--- src/inc/cadir_pkg.sv ---
package cadir_pkg;
  // ***********************************
  // Address map bounds (inclusive)
  // ***********************************
  localparam logic [31:0] NVM_LO    = 32'h0000_0000;
  localparam logic [31:0] NVM_HI    = 32'h001F_FFFF;
  localparam logic [31:0] TCM_LO    = 32'h1000_0000;
  localparam logic [31:0] TCM_HI    = 32'h1005_FFFF;
  localparam logic [31:0] SRAM_LO   = 32'h1006_0000;
  localparam logic [31:0] SRAM_HI   = 32'h1015_FFFF;
  localparam logic [31:0] XSRAM_LO  = 32'h1016_0000;
  localparam logic [31:0] XSRAM_HI  = 32'h101D_7FFF;
  localparam logic [31:0] RSVD_LO   = 32'h2000_0000;
  localparam logic [31:0] RSVD_HI   = 32'h3FFF_FFFF;
  localparam logic [31:0] PERI_LO   = 32'h4000_0000;
  localparam logic [31:0] PERI_HI   = 32'h5FFF_FFFF;
  localparam logic [31:0] APB_LO    = 32'h4000_0000;
  localparam logic [31:0] APB_HI    = 32'h4007_FFFF;
  localparam logic [31:0] EXTM_LO   = 32'h6000_0000;
  localparam logic [31:0] EXTM_HI   = 32'h9FFF_FFFF;
  localparam logic [31:0] EXTD_LO   = 32'hA000_0000;
  localparam logic [31:0] EXTD_HI   = 32'hDFFF_FFFF;
  localparam logic [31:0] PPB_LO    = 32'hE000_0000;
  localparam logic [31:0] PPB_HI    = 32'hE004_3FFF;
  localparam logic [31:0] EXTERNAL_PRIVATE_PERIPH_BUS_LO   = 32'hE004_4000;
  localparam logic [31:0] EXTERNAL_PRIVATE_PERIPH_BUS_HI   = 32'hE00F_FFFF;
  localparam logic [31:0] VSYS_LO   = 32'hE010_0000;
  localparam logic [31:0] VSYS_HI   = 32'hFFFF_FFFF;
  localparam logic [31:0] VTOR_MASK = 32'hFFFF_FF80;
  localparam logic [31:0] VTOR_RST  = 32'h0000_0000;
  // ***********************************
  // Sizes, fault bits, clock modes
  // ***********************************
  localparam int NUM_IRQ   = 32;
  localparam int IRQ_IDW   = 5;
  localparam int PRIO_W    = 3;
  localparam int MPU_NREG  = 8;
  localparam int NUM_WATCH = 4;
  localparam int NUM_BRK   = 8;
  localparam int VEC_RSVD  = 16;
  localparam int APB_WAITS = 1;
  localparam int FS_XN     = 0;
  localparam int FS_MPU    = 1;
  localparam int FS_SYS    = 2;
  localparam int FS_BUS    = 3;
  localparam int FS_W      = 4;
  localparam logic [7:0] LP_MHZ = 8'h60;
  localparam logic [7:0] HP_MHZ = 8'hC0;

  typedef enum logic [3:0] {
    TGT_NONE, TGT_NVM, TGT_TCM, TGT_SRAM, TGT_XSRAM, TGT_PERIPH, TGT_EXTMEM,
    TGT_EXTDEV, TGT_CORE_PPB, TGT_EXTERNAL_PRIVATE_PERIPH_BUS, TGT_SYSAHB
  } cadir_target_t;

  typedef enum {ST_IDLE, ST_WAIT, ST_RESP} cadir_state_t;

  // Inclusive range test shared by the map and the checks
  function automatic logic in_rng(input logic [31:0] a, input logic [31:0] lo,
                                  input logic [31:0] hi);
    in_rng = (a >= lo) && (a <= hi);
  endfunction
endpackage

--- src/logic/cadir_addr_map.sv ---
`timescale 1ns/1ns
module cadir_addr_map
  import cadir_pkg::*;
(
  input  wire logic [31:0]             addr,
  output cadir_pkg::cadir_target_t     target,
  output logic                         exec_ok,
  output logic                         cacheable,
  output logic                         apb_slow
);
  // ***********************************
  // Region decode
  // ***********************************
  // Pure decode; the caller registers the result
  always_comb begin
    target    = TGT_NONE;
    exec_ok   = 1'b0;
    cacheable = 1'b0;
    apb_slow  = 1'b0;
    if (in_rng(addr, NVM_LO, NVM_HI)) begin
      target    = TGT_NVM;
      exec_ok   = 1'b1;
      cacheable = 1'b1;
    end else if (in_rng(addr, TCM_LO, TCM_HI)) begin
      target  = TGT_TCM;
      exec_ok = 1'b1;
    end else if (in_rng(addr, SRAM_LO, SRAM_HI)) begin
      target  = TGT_SRAM;
      exec_ok = 1'b1;
    end else if (in_rng(addr, XSRAM_LO, XSRAM_HI)) begin
      target  = TGT_XSRAM;
      exec_ok = 1'b1;
    end else if (in_rng(addr, PERI_LO, PERI_HI)) begin
      target   = TGT_PERIPH;
      apb_slow = in_rng(addr, APB_LO, APB_HI);
    end else if (in_rng(addr, EXTM_LO, EXTM_HI)) begin
      target  = TGT_EXTMEM;
      exec_ok = 1'b1;
    end else if (in_rng(addr, EXTD_LO, EXTD_HI)) begin
      target = TGT_EXTDEV;
    end else if (in_rng(addr, PPB_LO, PPB_HI)) begin
      target = TGT_CORE_PPB;
    end else if (in_rng(addr, EXTERNAL_PRIVATE_PERIPH_BUS_LO, EXTERNAL_PRIVATE_PERIPH_BUS_HI)) begin
      target = TGT_EXTERNAL_PRIVATE_PERIPH_BUS;
    end else if (in_rng(addr, VSYS_LO, VSYS_HI)) begin
      target = TGT_SYSAHB;
    end
    // Reserved and code-region holes stay TGT_NONE: bus error
  end
endmodule // cadir_addr_map

--- src/logic/cadir_route.sv ---
`timescale 1ns/1ns
// Function
// Peripheral range routed, never executable
// External memory range routed, executable
// Core-local range never forwarded externally
// Upper private range goes to APB port
// Vector table stays outside private range; vec_base_reg takes any vec_base_data masked by VTOR_MASK, with no range check
// Fetch from private/vendor range faults
// Vendor range data goes to system AHB
// Each interrupt fans out to both controllers
// Any interrupt wakes core from deep sleep
// No non-maskable interrupt source exists
// Exactly eight priority levels per source
// Vector table base relocatable by software
// Eight protection regions fault unprivileged access
// Fault cause kept in status register
// Core and system protection both checked
// 96 MHz low power, 192 MHz boost
// Four watchpoints and eight breakpoints
// Debugger reaches all memory and peripherals
// Code memory cached, data TIGHTLY_COUPLED_DATA_MEM local
// Shared SRAM, NVM, extended SRAM mapped
// APB peripherals add one wait state
// Reserved range answers bus error
module cadir_route
  import cadir_pkg::*;
(
  input  wire logic                        clk,
  input  wire logic                        resetn,
  input  wire logic                        clk_en,
  input  wire logic                        req_valid,
  input  wire logic [31:0]                 req_addr,
  input  wire logic                        req_fetch,
  input  wire logic                        req_priv,
  input  wire logic                        req_dbg,
  input  wire logic                        sys_prot_ok,
  output logic                             req_ready_reg,
  output logic                             resp_valid_reg,
  output cadir_pkg::cadir_target_t         target_reg,
  output logic                             ext_bus_en_reg,
  output logic                             cacheable_reg,
  output logic                             resp_fault_reg,
  output logic                             resp_buserr_reg,
  output logic [cadir_pkg::FS_W-1:0]       fault_status_reg,
  output logic [31:0]                      fault_addr_reg,
  input  wire logic                        fault_clr,
  input  wire logic                        mpu_wr,
  input  wire logic [2:0]                  mpu_idx,
  input  wire logic [31:0]                 mpu_lo,
  input  wire logic [31:0]                 mpu_hi,
  input  wire logic                        mpu_en,
  input  wire logic                        dbg_wr,
  input  wire logic                        dbg_watch,
  input  wire logic [2:0]                  dbg_idx,
  input  wire logic [31:0]                 dbg_addr,
  input  wire logic                        dbg_en,
  output logic                             watch_hit_reg,
  output logic                             break_hit_reg,
  input  wire logic [cadir_pkg::NUM_IRQ-1:0] irq_in,
  input  wire logic                        prio_wr,
  input  wire logic [4:0]                  prio_idx,
  input  wire logic [2:0]                  prio_val,
  input  wire logic                        vec_base_wr,
  input  wire logic [31:0]                 vec_base_data,
  input  wire logic                        deep_sleep,
  input  wire logic                        perf_mode_req,
  output logic [cadir_pkg::NUM_IRQ-1:0]    nested_irq_ctrl_irq_reg,
  output logic [cadir_pkg::NUM_IRQ-1:0]    wic_irq_reg,
  output logic                             wake_req_reg,
  output logic                             nmi_reg,
  output logic                             pend_valid_reg,
  output logic [4:0]                       pend_id_reg,
  output logic [31:0]                      vec_addr_reg,
  output logic [31:0]                      vec_base_reg,
  output logic                             perf_mode_reg,
  output logic [7:0]                       cpu_mhz_reg
);
  import cadir_pkg::*;

  // ***********************************
  // Decode and configuration storage
  // ***********************************
  cadir_target_t dec_tgt;
  logic          dec_exec;
  logic          dec_cache;
  logic          dec_apb;
  logic          acc;
  logic [31:0]   mpu_lo_reg [MPU_NREG];
  logic [31:0]   mpu_hi_reg [MPU_NREG];
  logic [31:0]   mpu_lo_next [MPU_NREG];
  logic [31:0]   mpu_hi_next [MPU_NREG];
  logic [MPU_NREG-1:0] mpu_en_reg, mpu_en_next;
  logic [29:0]   wp_reg [NUM_WATCH];
  logic [29:0]   wp_next [NUM_WATCH];
  logic [29:0]   bp_reg [NUM_BRK];
  logic [29:0]   bp_next [NUM_BRK];
  logic [NUM_WATCH-1:0] wp_en_reg, wp_en_next;
  logic [NUM_BRK-1:0]   bp_en_reg, bp_en_next;
  logic [PRIO_W-1:0]    prio_reg [NUM_IRQ];
  logic [PRIO_W-1:0]    prio_next [NUM_IRQ];
  logic [31:0]   vec_base_next;
  logic          perf_mode_next;
  logic [7:0]    cpu_mhz_next;

  cadir_addr_map u_map (
    .addr      (req_addr),
    .target    (dec_tgt),
    .exec_ok   (dec_exec),
    .cacheable (dec_cache),
    .apb_slow  (dec_apb)
  );

  assign acc = clk_en && req_valid && req_ready_reg;

  // Unprivileged hit on any enabled region faults; debugger bypasses
  function automatic logic mpu_violation(input logic [31:0] a);
    mpu_violation = 1'b0;
    for (int i = 0; i < MPU_NREG; i++) begin
      if (mpu_en_reg[i] && in_rng(a, mpu_lo_reg[i], mpu_hi_reg[i])) begin
        mpu_violation = 1'b1;
      end
    end
  endfunction

  // Config writes, one entry per strobe
  always_comb begin
    mpu_lo_next    = mpu_lo_reg;
    mpu_hi_next    = mpu_hi_reg;
    mpu_en_next    = mpu_en_reg;
    wp_next        = wp_reg;
    bp_next        = bp_reg;
    wp_en_next     = wp_en_reg;
    bp_en_next     = bp_en_reg;
    prio_next      = prio_reg;
    vec_base_next  = vec_base_reg;
    perf_mode_next = perf_mode_req;
    cpu_mhz_next   = perf_mode_req ? HP_MHZ : LP_MHZ;
    if (mpu_wr) begin
      mpu_lo_next[mpu_idx] = mpu_lo;
      mpu_hi_next[mpu_idx] = mpu_hi;
      mpu_en_next[mpu_idx] = mpu_en;
    end
    // Watch index wraps at four; upper index bit ignored
    if (dbg_wr && dbg_watch) begin
      wp_next[dbg_idx[1:0]]    = dbg_addr[31:2];
      wp_en_next[dbg_idx[1:0]] = dbg_en;
    end else if (dbg_wr) begin
      bp_next[dbg_idx]    = dbg_addr[31:2];
      bp_en_next[dbg_idx] = dbg_en;
    end
    if (prio_wr) begin
      prio_next[prio_idx] = prio_val;
    end
    if (vec_base_wr) begin
      vec_base_next = vec_base_data & VTOR_MASK;
    end
  end

  always_ff @(posedge clk or negedge resetn) begin
    if (!resetn) begin
      for (int i = 0; i < MPU_NREG; i++) begin
        mpu_lo_reg[i] <= 32'h0000_0000;
        mpu_hi_reg[i] <= 32'h0000_0000;
      end
      for (int i = 0; i < NUM_WATCH; i++) begin
        wp_reg[i] <= 30'h0000_0000;
      end
      for (int i = 0; i < NUM_BRK; i++) begin
        bp_reg[i] <= 30'h0000_0000;
      end
      for (int i = 0; i < NUM_IRQ; i++) begin
        prio_reg[i] <= 3'h0;
      end
      mpu_en_reg    <= 8'h00;
      wp_en_reg     <= 4'h0;
      bp_en_reg     <= 8'h00;
      vec_base_reg  <= VTOR_RST;
      perf_mode_reg <= 1'b0;
      cpu_mhz_reg   <= LP_MHZ;
    end else if (clk_en) begin
      mpu_lo_reg    <= mpu_lo_next;
      mpu_hi_reg    <= mpu_hi_next;
      mpu_en_reg    <= mpu_en_next;
      wp_reg        <= wp_next;
      bp_reg        <= bp_next;
      wp_en_reg     <= wp_en_next;
      bp_en_reg     <= bp_en_next;
      prio_reg      <= prio_next;
      vec_base_reg  <= vec_base_next;
      perf_mode_reg <= perf_mode_next;
      cpu_mhz_reg   <= cpu_mhz_next;
    end
  end

  // ***********************************
  // Access pipeline
  // ***********************************
  cadir_state_t  state_reg, state_next;
  logic          ready_next, rvalid_next, ebus_next, cache_next;
  logic          rfault_next, rberr_next, whit_next, bhit_next;
  logic          xn_hit, mpu_hit, sys_hit, bus_hit;
  cadir_target_t tgt_next;

  // Fault causes of the access being taken
  always_comb begin
    xn_hit  = req_fetch && !dec_exec && (dec_tgt != TGT_NONE);
    mpu_hit = !req_dbg && !req_priv && mpu_violation(req_addr);
    sys_hit = !sys_prot_ok;
    bus_hit = (dec_tgt == TGT_NONE);
  end

  // Fast targets and faulted accesses answer next cycle; unfaulted APB gets one extra wait cycle
  always_comb begin
    state_next  = state_reg;
    ready_next  = req_ready_reg;
    rvalid_next = 1'b0;
    tgt_next    = target_reg;
    ebus_next   = ext_bus_en_reg;
    cache_next  = cacheable_reg;
    rfault_next = resp_fault_reg;
    rberr_next  = resp_buserr_reg;
    whit_next   = 1'b0;
    bhit_next   = 1'b0;
    case (state_reg)
      ST_IDLE: begin
        if (acc) begin
          tgt_next    = dec_tgt;
          cache_next  = dec_cache;
          rfault_next = xn_hit || mpu_hit || sys_hit;
          rberr_next  = bus_hit;
          // Core-local space never leaves the core
          ebus_next   = !(xn_hit || mpu_hit || sys_hit || bus_hit) &&
                        (dec_tgt != TGT_CORE_PPB);
          ready_next  = 1'b0;
          for (int i = 0; i < NUM_WATCH; i++) begin
            whit_next |= !req_fetch && wp_en_reg[i] && (wp_reg[i] == req_addr[31:2]);
          end
          for (int i = 0; i < NUM_BRK; i++) begin
            bhit_next |= req_fetch && bp_en_reg[i] && (bp_reg[i] == req_addr[31:2]);
          end
          if (dec_apb && !rfault_next) begin
            state_next = ST_WAIT;
          end else begin
            state_next  = ST_RESP;
            rvalid_next = 1'b1;
          end
        end
      end
      ST_WAIT: begin
        state_next  = ST_RESP;
        rvalid_next = 1'b1;
      end
      ST_RESP: begin
        state_next = ST_IDLE;
        ready_next = 1'b1;
        ebus_next  = 1'b0;
      end
      default: begin
        state_next = ST_IDLE;
        ready_next = 1'b1;
      end
    endcase
  end

  always_ff @(posedge clk or negedge resetn) begin
    if (!resetn) begin
      state_reg       <= ST_IDLE;
      req_ready_reg   <= 1'b1;
      resp_valid_reg  <= 1'b0;
      target_reg      <= TGT_NONE;
      ext_bus_en_reg  <= 1'b0;
      cacheable_reg   <= 1'b0;
      resp_fault_reg  <= 1'b0;
      resp_buserr_reg <= 1'b0;
      watch_hit_reg   <= 1'b0;
      break_hit_reg   <= 1'b0;
    end else if (clk_en) begin
      state_reg       <= state_next;
      req_ready_reg   <= ready_next;
      resp_valid_reg  <= rvalid_next;
      target_reg      <= tgt_next;
      ext_bus_en_reg  <= ebus_next;
      cacheable_reg   <= cache_next;
      resp_fault_reg  <= rfault_next;
      resp_buserr_reg <= rberr_next;
      watch_hit_reg   <= whit_next;
      break_hit_reg   <= bhit_next;
    end
  end

  // ***********************************
  // Fault status
  // ***********************************
  logic [FS_W-1:0] fstat_next, fset;
  logic [31:0]     faddr_next;

  // A new cause wins over a clear in the same cycle
  always_comb begin
    fset         = '0;
    fset[FS_XN]  = acc && xn_hit;
    fset[FS_MPU] = acc && mpu_hit;
    fset[FS_SYS] = acc && sys_hit;
    fset[FS_BUS] = acc && bus_hit;
    fstat_next   = (fault_clr ? '0 : fault_status_reg) | fset;
    faddr_next   = (|fset) ? req_addr : fault_addr_reg;
  end

  always_ff @(posedge clk or negedge resetn) begin
    if (!resetn) begin
      fault_status_reg <= '0;
      fault_addr_reg   <= 32'h0000_0000;
    end else if (clk_en) begin
      fault_status_reg <= fstat_next;
      fault_addr_reg   <= faddr_next;
    end
  end

  // ***********************************
  // Interrupt fan-out and arbitration
  // ***********************************
  logic        pvalid_next;
  logic [4:0]  pid_next;
  logic [31:0] vaddr_next;
  logic [2:0]  best;

  // Lowest level wins, then lowest index; only eight levels exist
  always_comb begin
    pvalid_next = 1'b0;
    pid_next    = pend_id_reg;
    best        = 3'h7;
    for (int i = NUM_IRQ - 1; i >= 0; i--) begin
      if (irq_in[i] && (!pvalid_next || prio_reg[i] <= best)) begin
        pvalid_next = 1'b1;
        best        = prio_reg[i];
        pid_next    = IRQ_IDW'(i);
      end
    end
    // Entry fetched from the relocated table
    vaddr_next = vec_base_reg + 32'((VEC_RSVD + int'(pid_next)) * 4);
  end

  always_ff @(posedge clk or negedge resetn) begin
    if (!resetn) begin
      nested_irq_ctrl_irq_reg   <= '0;
      wic_irq_reg    <= '0;
      wake_req_reg   <= 1'b0;
      nmi_reg        <= 1'b0;
      pend_valid_reg <= 1'b0;
      pend_id_reg    <= 5'h00;
      vec_addr_reg   <= 32'h0000_0000;
    end else if (clk_en) begin
      nested_irq_ctrl_irq_reg   <= irq_in;
      wic_irq_reg    <= irq_in;
      wake_req_reg   <= deep_sleep && (|irq_in);
      nmi_reg        <= 1'b0;
      pend_valid_reg <= pvalid_next;
      pend_id_reg    <= pid_next;
      vec_addr_reg   <= vaddr_next;
    end
  end

  // ***********************************
  // Checks
  // ***********************************
  a_periph_route: assert property (@(posedge clk) disable iff (!resetn)
    acc && in_rng(req_addr, PERI_LO, PERI_HI) |=> target_reg == TGT_PERIPH)
    else $error("peripheral access misrouted");
  a_extmem_route: assert property (@(posedge clk) disable iff (!resetn)
    acc && req_fetch && in_rng(req_addr, EXTM_LO, EXTM_HI) |=>
    target_reg == TGT_EXTMEM && (!fault_status_reg[FS_XN] || $past(fault_status_reg[FS_XN])))
    else $error("external memory fetch refused");
  a_core_local: assert property (@(posedge clk) disable iff (!resetn)
    acc && in_rng(req_addr, PPB_LO, PPB_HI) |=> !ext_bus_en_reg ##1 !ext_bus_en_reg)
    else $error("core-local access forwarded");
  a_external_private_periph_bus_route: assert property (@(posedge clk) disable iff (!resetn)
    acc && in_rng(req_addr, EXTERNAL_PRIVATE_PERIPH_BUS_LO, EXTERNAL_PRIVATE_PERIPH_BUS_HI) |=> target_reg == TGT_EXTERNAL_PRIVATE_PERIPH_BUS)
    else $error("upper private access misrouted");
  a_xn_fetch: assert property (@(posedge clk) disable iff (!resetn)
    acc && req_fetch && (req_addr >= PPB_LO) |=>
    resp_fault_reg && fault_status_reg[FS_XN] && !ext_bus_en_reg)
    else $error("fetch from private range not faulted");
  a_vsys_route: assert property (@(posedge clk) disable iff (!resetn)
    acc && !req_fetch && in_rng(req_addr, VSYS_LO, VSYS_HI) |=> target_reg == TGT_SYSAHB)
    else $error("vendor range access misrouted");
  a_irq_fanout: assert property (@(posedge clk) disable iff (!resetn)
    clk_en |=> nested_irq_ctrl_irq_reg == $past(irq_in) && wic_irq_reg == nested_irq_ctrl_irq_reg)
    else $error("interrupt fan-out mismatch");
  a_wake_req: assert property (@(posedge clk) disable iff (!resetn)
    clk_en && deep_sleep && (irq_in != '0) |=> wake_req_reg)
    else $error("interrupt did not wake core");
  a_no_nmi: assert property (@(posedge clk) disable iff (!resetn)
    !nmi_reg) else $error("non-maskable interrupt raised");
  a_apb_wait: assert property (@(posedge clk) disable iff (!resetn)
    acc && in_rng(req_addr, APB_LO, APB_HI) && !(xn_hit || mpu_hit || sys_hit) |=>
    !resp_valid_reg && state_reg == ST_WAIT)
    else $error("apb access missing wait state");
  a_rsvd_err: assert property (@(posedge clk) disable iff (!resetn)
    acc && in_rng(req_addr, RSVD_LO, RSVD_HI) |=> resp_valid_reg && resp_buserr_reg)
    else $error("reserved access not errored");
  a_sys_prot: assert property (@(posedge clk) disable iff (!resetn)
    acc && !sys_prot_ok |=> resp_fault_reg && fault_status_reg[FS_SYS])
    else $error("system protection ignored");
endmodule // cadir_route

--- config.mk ---
export PLATFORM = sky130hd
export DESIGN_NAME = cadir_route
export DESIGN_NICKNAME = d
export VERILOG_FILES = /design/src/inc/cadir_pkg.sv /design/src/logic/cadir_addr_map.sv /design/src/logic/cadir_route.sv
export SDC_FILE = /design/constraint.sdc
export NUM_CORES = 2
export LEC_CHECK = 0
export CAP_MARGIN = 20
export CORE_ASPECT_RATIO = 0.6
export CORE_MARGIN = 5
export CORE_UTILIZATION = 50
export DETAILED_ROUTE_END_ITERATION = 8
export DONT_BUFFER_PORTS = 1
export PLACE_DENSITY = 0.71
export SLEW_MARGIN = 20
export SYNTH_ARGS = -nofsm -noshare
export SYNTH_HDL_FRONTEND = slang
export SYNTH_SLANG_ARGS = --single-unit
--- constraint.sdc ---
create_clock -name clk -period 47.1 [get_ports clk]
set_clock_uncertainty 0.2 [all_clocks]
set_input_delay 2.355 -clock clk [delete_from_list [all_inputs] [get_ports clk]]
set_output_delay 2.355 -clock clk [all_outputs]
set_load 0.01 [all_outputs]
==> run summary <==
status - finished, final reports clean
sequential share of power - 27.7%
Final Hold Vio Count - 0
Worst Hold Class - reg2reg
power share of the clock group - 20.9%
Post-synth EDFFs - 0
IO Port Bufs - 0
Final setup viols - 0
Syn Inst Count - 6,371
Setup Crit Path Kind - in2reg
clk slew on worst S/H paths - 0.07 ns
average cell area after synthesis - 10.1 um2
Root Buffer - clkbuf_16
minimum clock period - 44.43 ns
WL met2 - 83,100 um
Worst path max stage delay - 0.43 ns
CTS tree - done
IO Count - 417
Syn Std Cell Area - 0.0644 mm2
post-route insts no fill - 8,059
Warnings, synthesis - 0
GRT Overall Usage - 28.3%
top-area cell type share of the netlist area - 43.8%
ranking of synthesized cells by area - dfrtp_1 (44%), ha_1 (12%), mux2_2 (11%)
Peak VDD IR - 0.116 mV
sw power - 1.80 mW
M1 WL - 87,500 um
clock insertion delay at the later pin of the skew report - 0.77 ns
Pwr per Cell Area - 67.3 mW/mm2
most used flip-flop cell after synthesis - dfrtp_1
cts bufs inserted - 111
placed cell area - 0.0660 mm2
multi-input logic area - 0.0325 mm2
row cnt - 102
Rel. slew slack - 14.9%
Slew Limit Fails - 0
Vias - 47,900
register area - 0.0283 mm2
Internal - 2.94 mW
FF-to-FF setup slack - 3.92 ns
# clock sinks - 1,130
Core ar. - 0.129 mm2
DR vias/cell - 5.95
Iteration-0 DRC Markers - 4,979
slowest stage cell, crit path - or3_1
Commonest cells post-synth - dfrtp_1 (1,128), nand2_1 (647), o21ai_0 (609)
Async S/R FF share, synth - 100%
Die Wd - 473 um
chip height - 288 um
CP Launch Type - input pin
Post-DP HPWL - 127,000 um
Layout Nets - 7,075
GPL Wtd Cong - 0.903
Top Layer Used - met5
wirelength, routed - 196,000 um
max-cap viol count - 0
worst r2r path cells - 237
vias in the first global route - 46,900
first-pass GRT wire length - 294,000 um
remaining antenna violation count after routing - 0
Worst Path Arrival - 44.93 ns
fill count - 10,900
critical path endpoint category - flop
sw frac - 38.0%
Largest delay share family, worst path - compound AO/OA/AOI/OAI gates
Final Cell Area - 0.0705 mm2
Remaining Overflow, GRT - 0
final period utilization - 94.3%
share of cells above drive strength 1 - 16.3%
Area Overhead vs Synth - 9.43%
initial antenna violation count - 10
hold_sp - mpu_lo_reg[239]
Crit path required time - 47.60 ns
combinational group share of total power - 51.4%
placed cell count - 7,824
sequential area share after synthesis - 43.9%
Hold Path Sink - mpu_lo_reg[239]
WL met3 - 20,200 um
Starting Density - 50.1%
fin util - 54.8%
top cell type by total area after synthesis - dfrtp_1
reg-to-reg critical path endpoint - vec_addr_reg[28]
FMAX - 0.0225 GHz
Synth cell types - 87
top-count cell post-synth - dfrtp_1
WL/cell - 24.4 um
worst-path fanout max - 11
most used cell, CP - o21a_1
H-tree depth - 3
die area - 0.136 mm2
r2r startpoint - prio_reg[1]
Leakage - 32.0 nW
Buf+Inv Stages, Crit Path - 15
DR pass1 iterations - 5
Worst Max-Slew Pin Slew - 1.27 ns
hold depth - 1
CTS Buffer Depth - 3
largest net degree at the start of global routing - 209
# DRC - 0
synthesis-stage register bit count - 1,130
==> cell families after synthesis <==
group,count (synthesis),share of synthesized area (%)
and+or+nand+nor,1395,10.2
AOI/OAI and AO/OA,1217,11.5
DFF,1130,43.9
buffers and inverters,992,6.15
muxes,644,11.2
adders and majority gates,607,11.8
xor gates and xnor gates,384,5.22
other,2,0.0117
==> how the worst max path moves through the flow <==
stage | start | end | slack, ns | cells after the start
after CTS | irq_in[31] | vec_addr_reg[25] | 0.47 | 242
after detailed placement | irq_in[31] | vec_addr_reg[25] | -0.09 | 240
after floorplan | irq_in[31] | vec_addr_reg[28] | 2.39 | 240
after global routing | irq_in[31] | vec_addr_reg[31] | -0.20 | 240
after global placement | irq_in[31] | vec_addr_reg[25] | 1.11 | 238
final | irq_in[31] | vec_addr_reg[28] | 2.67 | 237
==> cell usage in the layout, fill, tap and decap left out, drive strengths merged, types with 18 or more instances in the layout <==
cell     count
a2111oi     21
a211oi      44
a21o        41
a21oi      174
a31oi       29
and3        18
buf        146
clkbuf     157
clkinv      32
dfrtp     1128
ha         607
inv        594
mux2       630
nand2      647
nand2b      29
nand3      126
nand4      134
nor2       148
nor2b       51
nor3        73
nor4        84
o211ai      36
o21a        77
o21ai      632
xnor2      220
xor2       164
==> layer usage <==
metal | up-vias | track usage, %
met1 | 23800 | 41.6
li1 | 21800 | -
met5 | - | 0
met2 | 1941 | 41.6
met4 | 2 | 7.30
met3 | 389 | 7.16
==> per-stage QoR <==
step           worst slack, ns  hold WS, ns  TNS (ns)  total power, mW
5_1_grt                 -0.198        0.317     -1.26             5.08
3_5_place_dp           -0.0904        0.292    -0.159             3.61
4_1_cts                  0.473        0.307         0             4.62
6_report                  2.67        0.307         0             4.75
2_1_floorplan             2.39        0.270         0             2.82
3_3_place_gp              1.11        0.281         0             3.51
==> final cells by class <==
cell class	count	area share, %
Antenna cell	2	0.00710
Clock buffer	157	4.64
Clock inverter	53	1.12
Inverter	592	3.15
Multi-Input combinational cell	4263	46.1
Sequential cell	1130	40.1
Tap cell	1716	3.05
Timing Repair Buffer	146	1.86
==> power groups by stage <==
stage | clock [mW] | sequential [mW] | combinational, mW
CTS | 1.00 | 1.32 | 2.30
floorplan | 0 | 1.29 | 1.52
detailed placement | 0 | 1.33 | 2.28
finish | 0.990 | 1.32 | 2.44
global placement | 0 | 1.32 | 2.19
global route | 1.04 | 1.34 | 2.70
==> timing repair <==
item / 4_1_cts / 5_1_grt
endpoints found under the setup margin: 0 / 33
hold buffers: 0 / 0
resized for setup: 0 / 55
buffers inserted: 0 / 19
(Power assumes the default switching activity.)
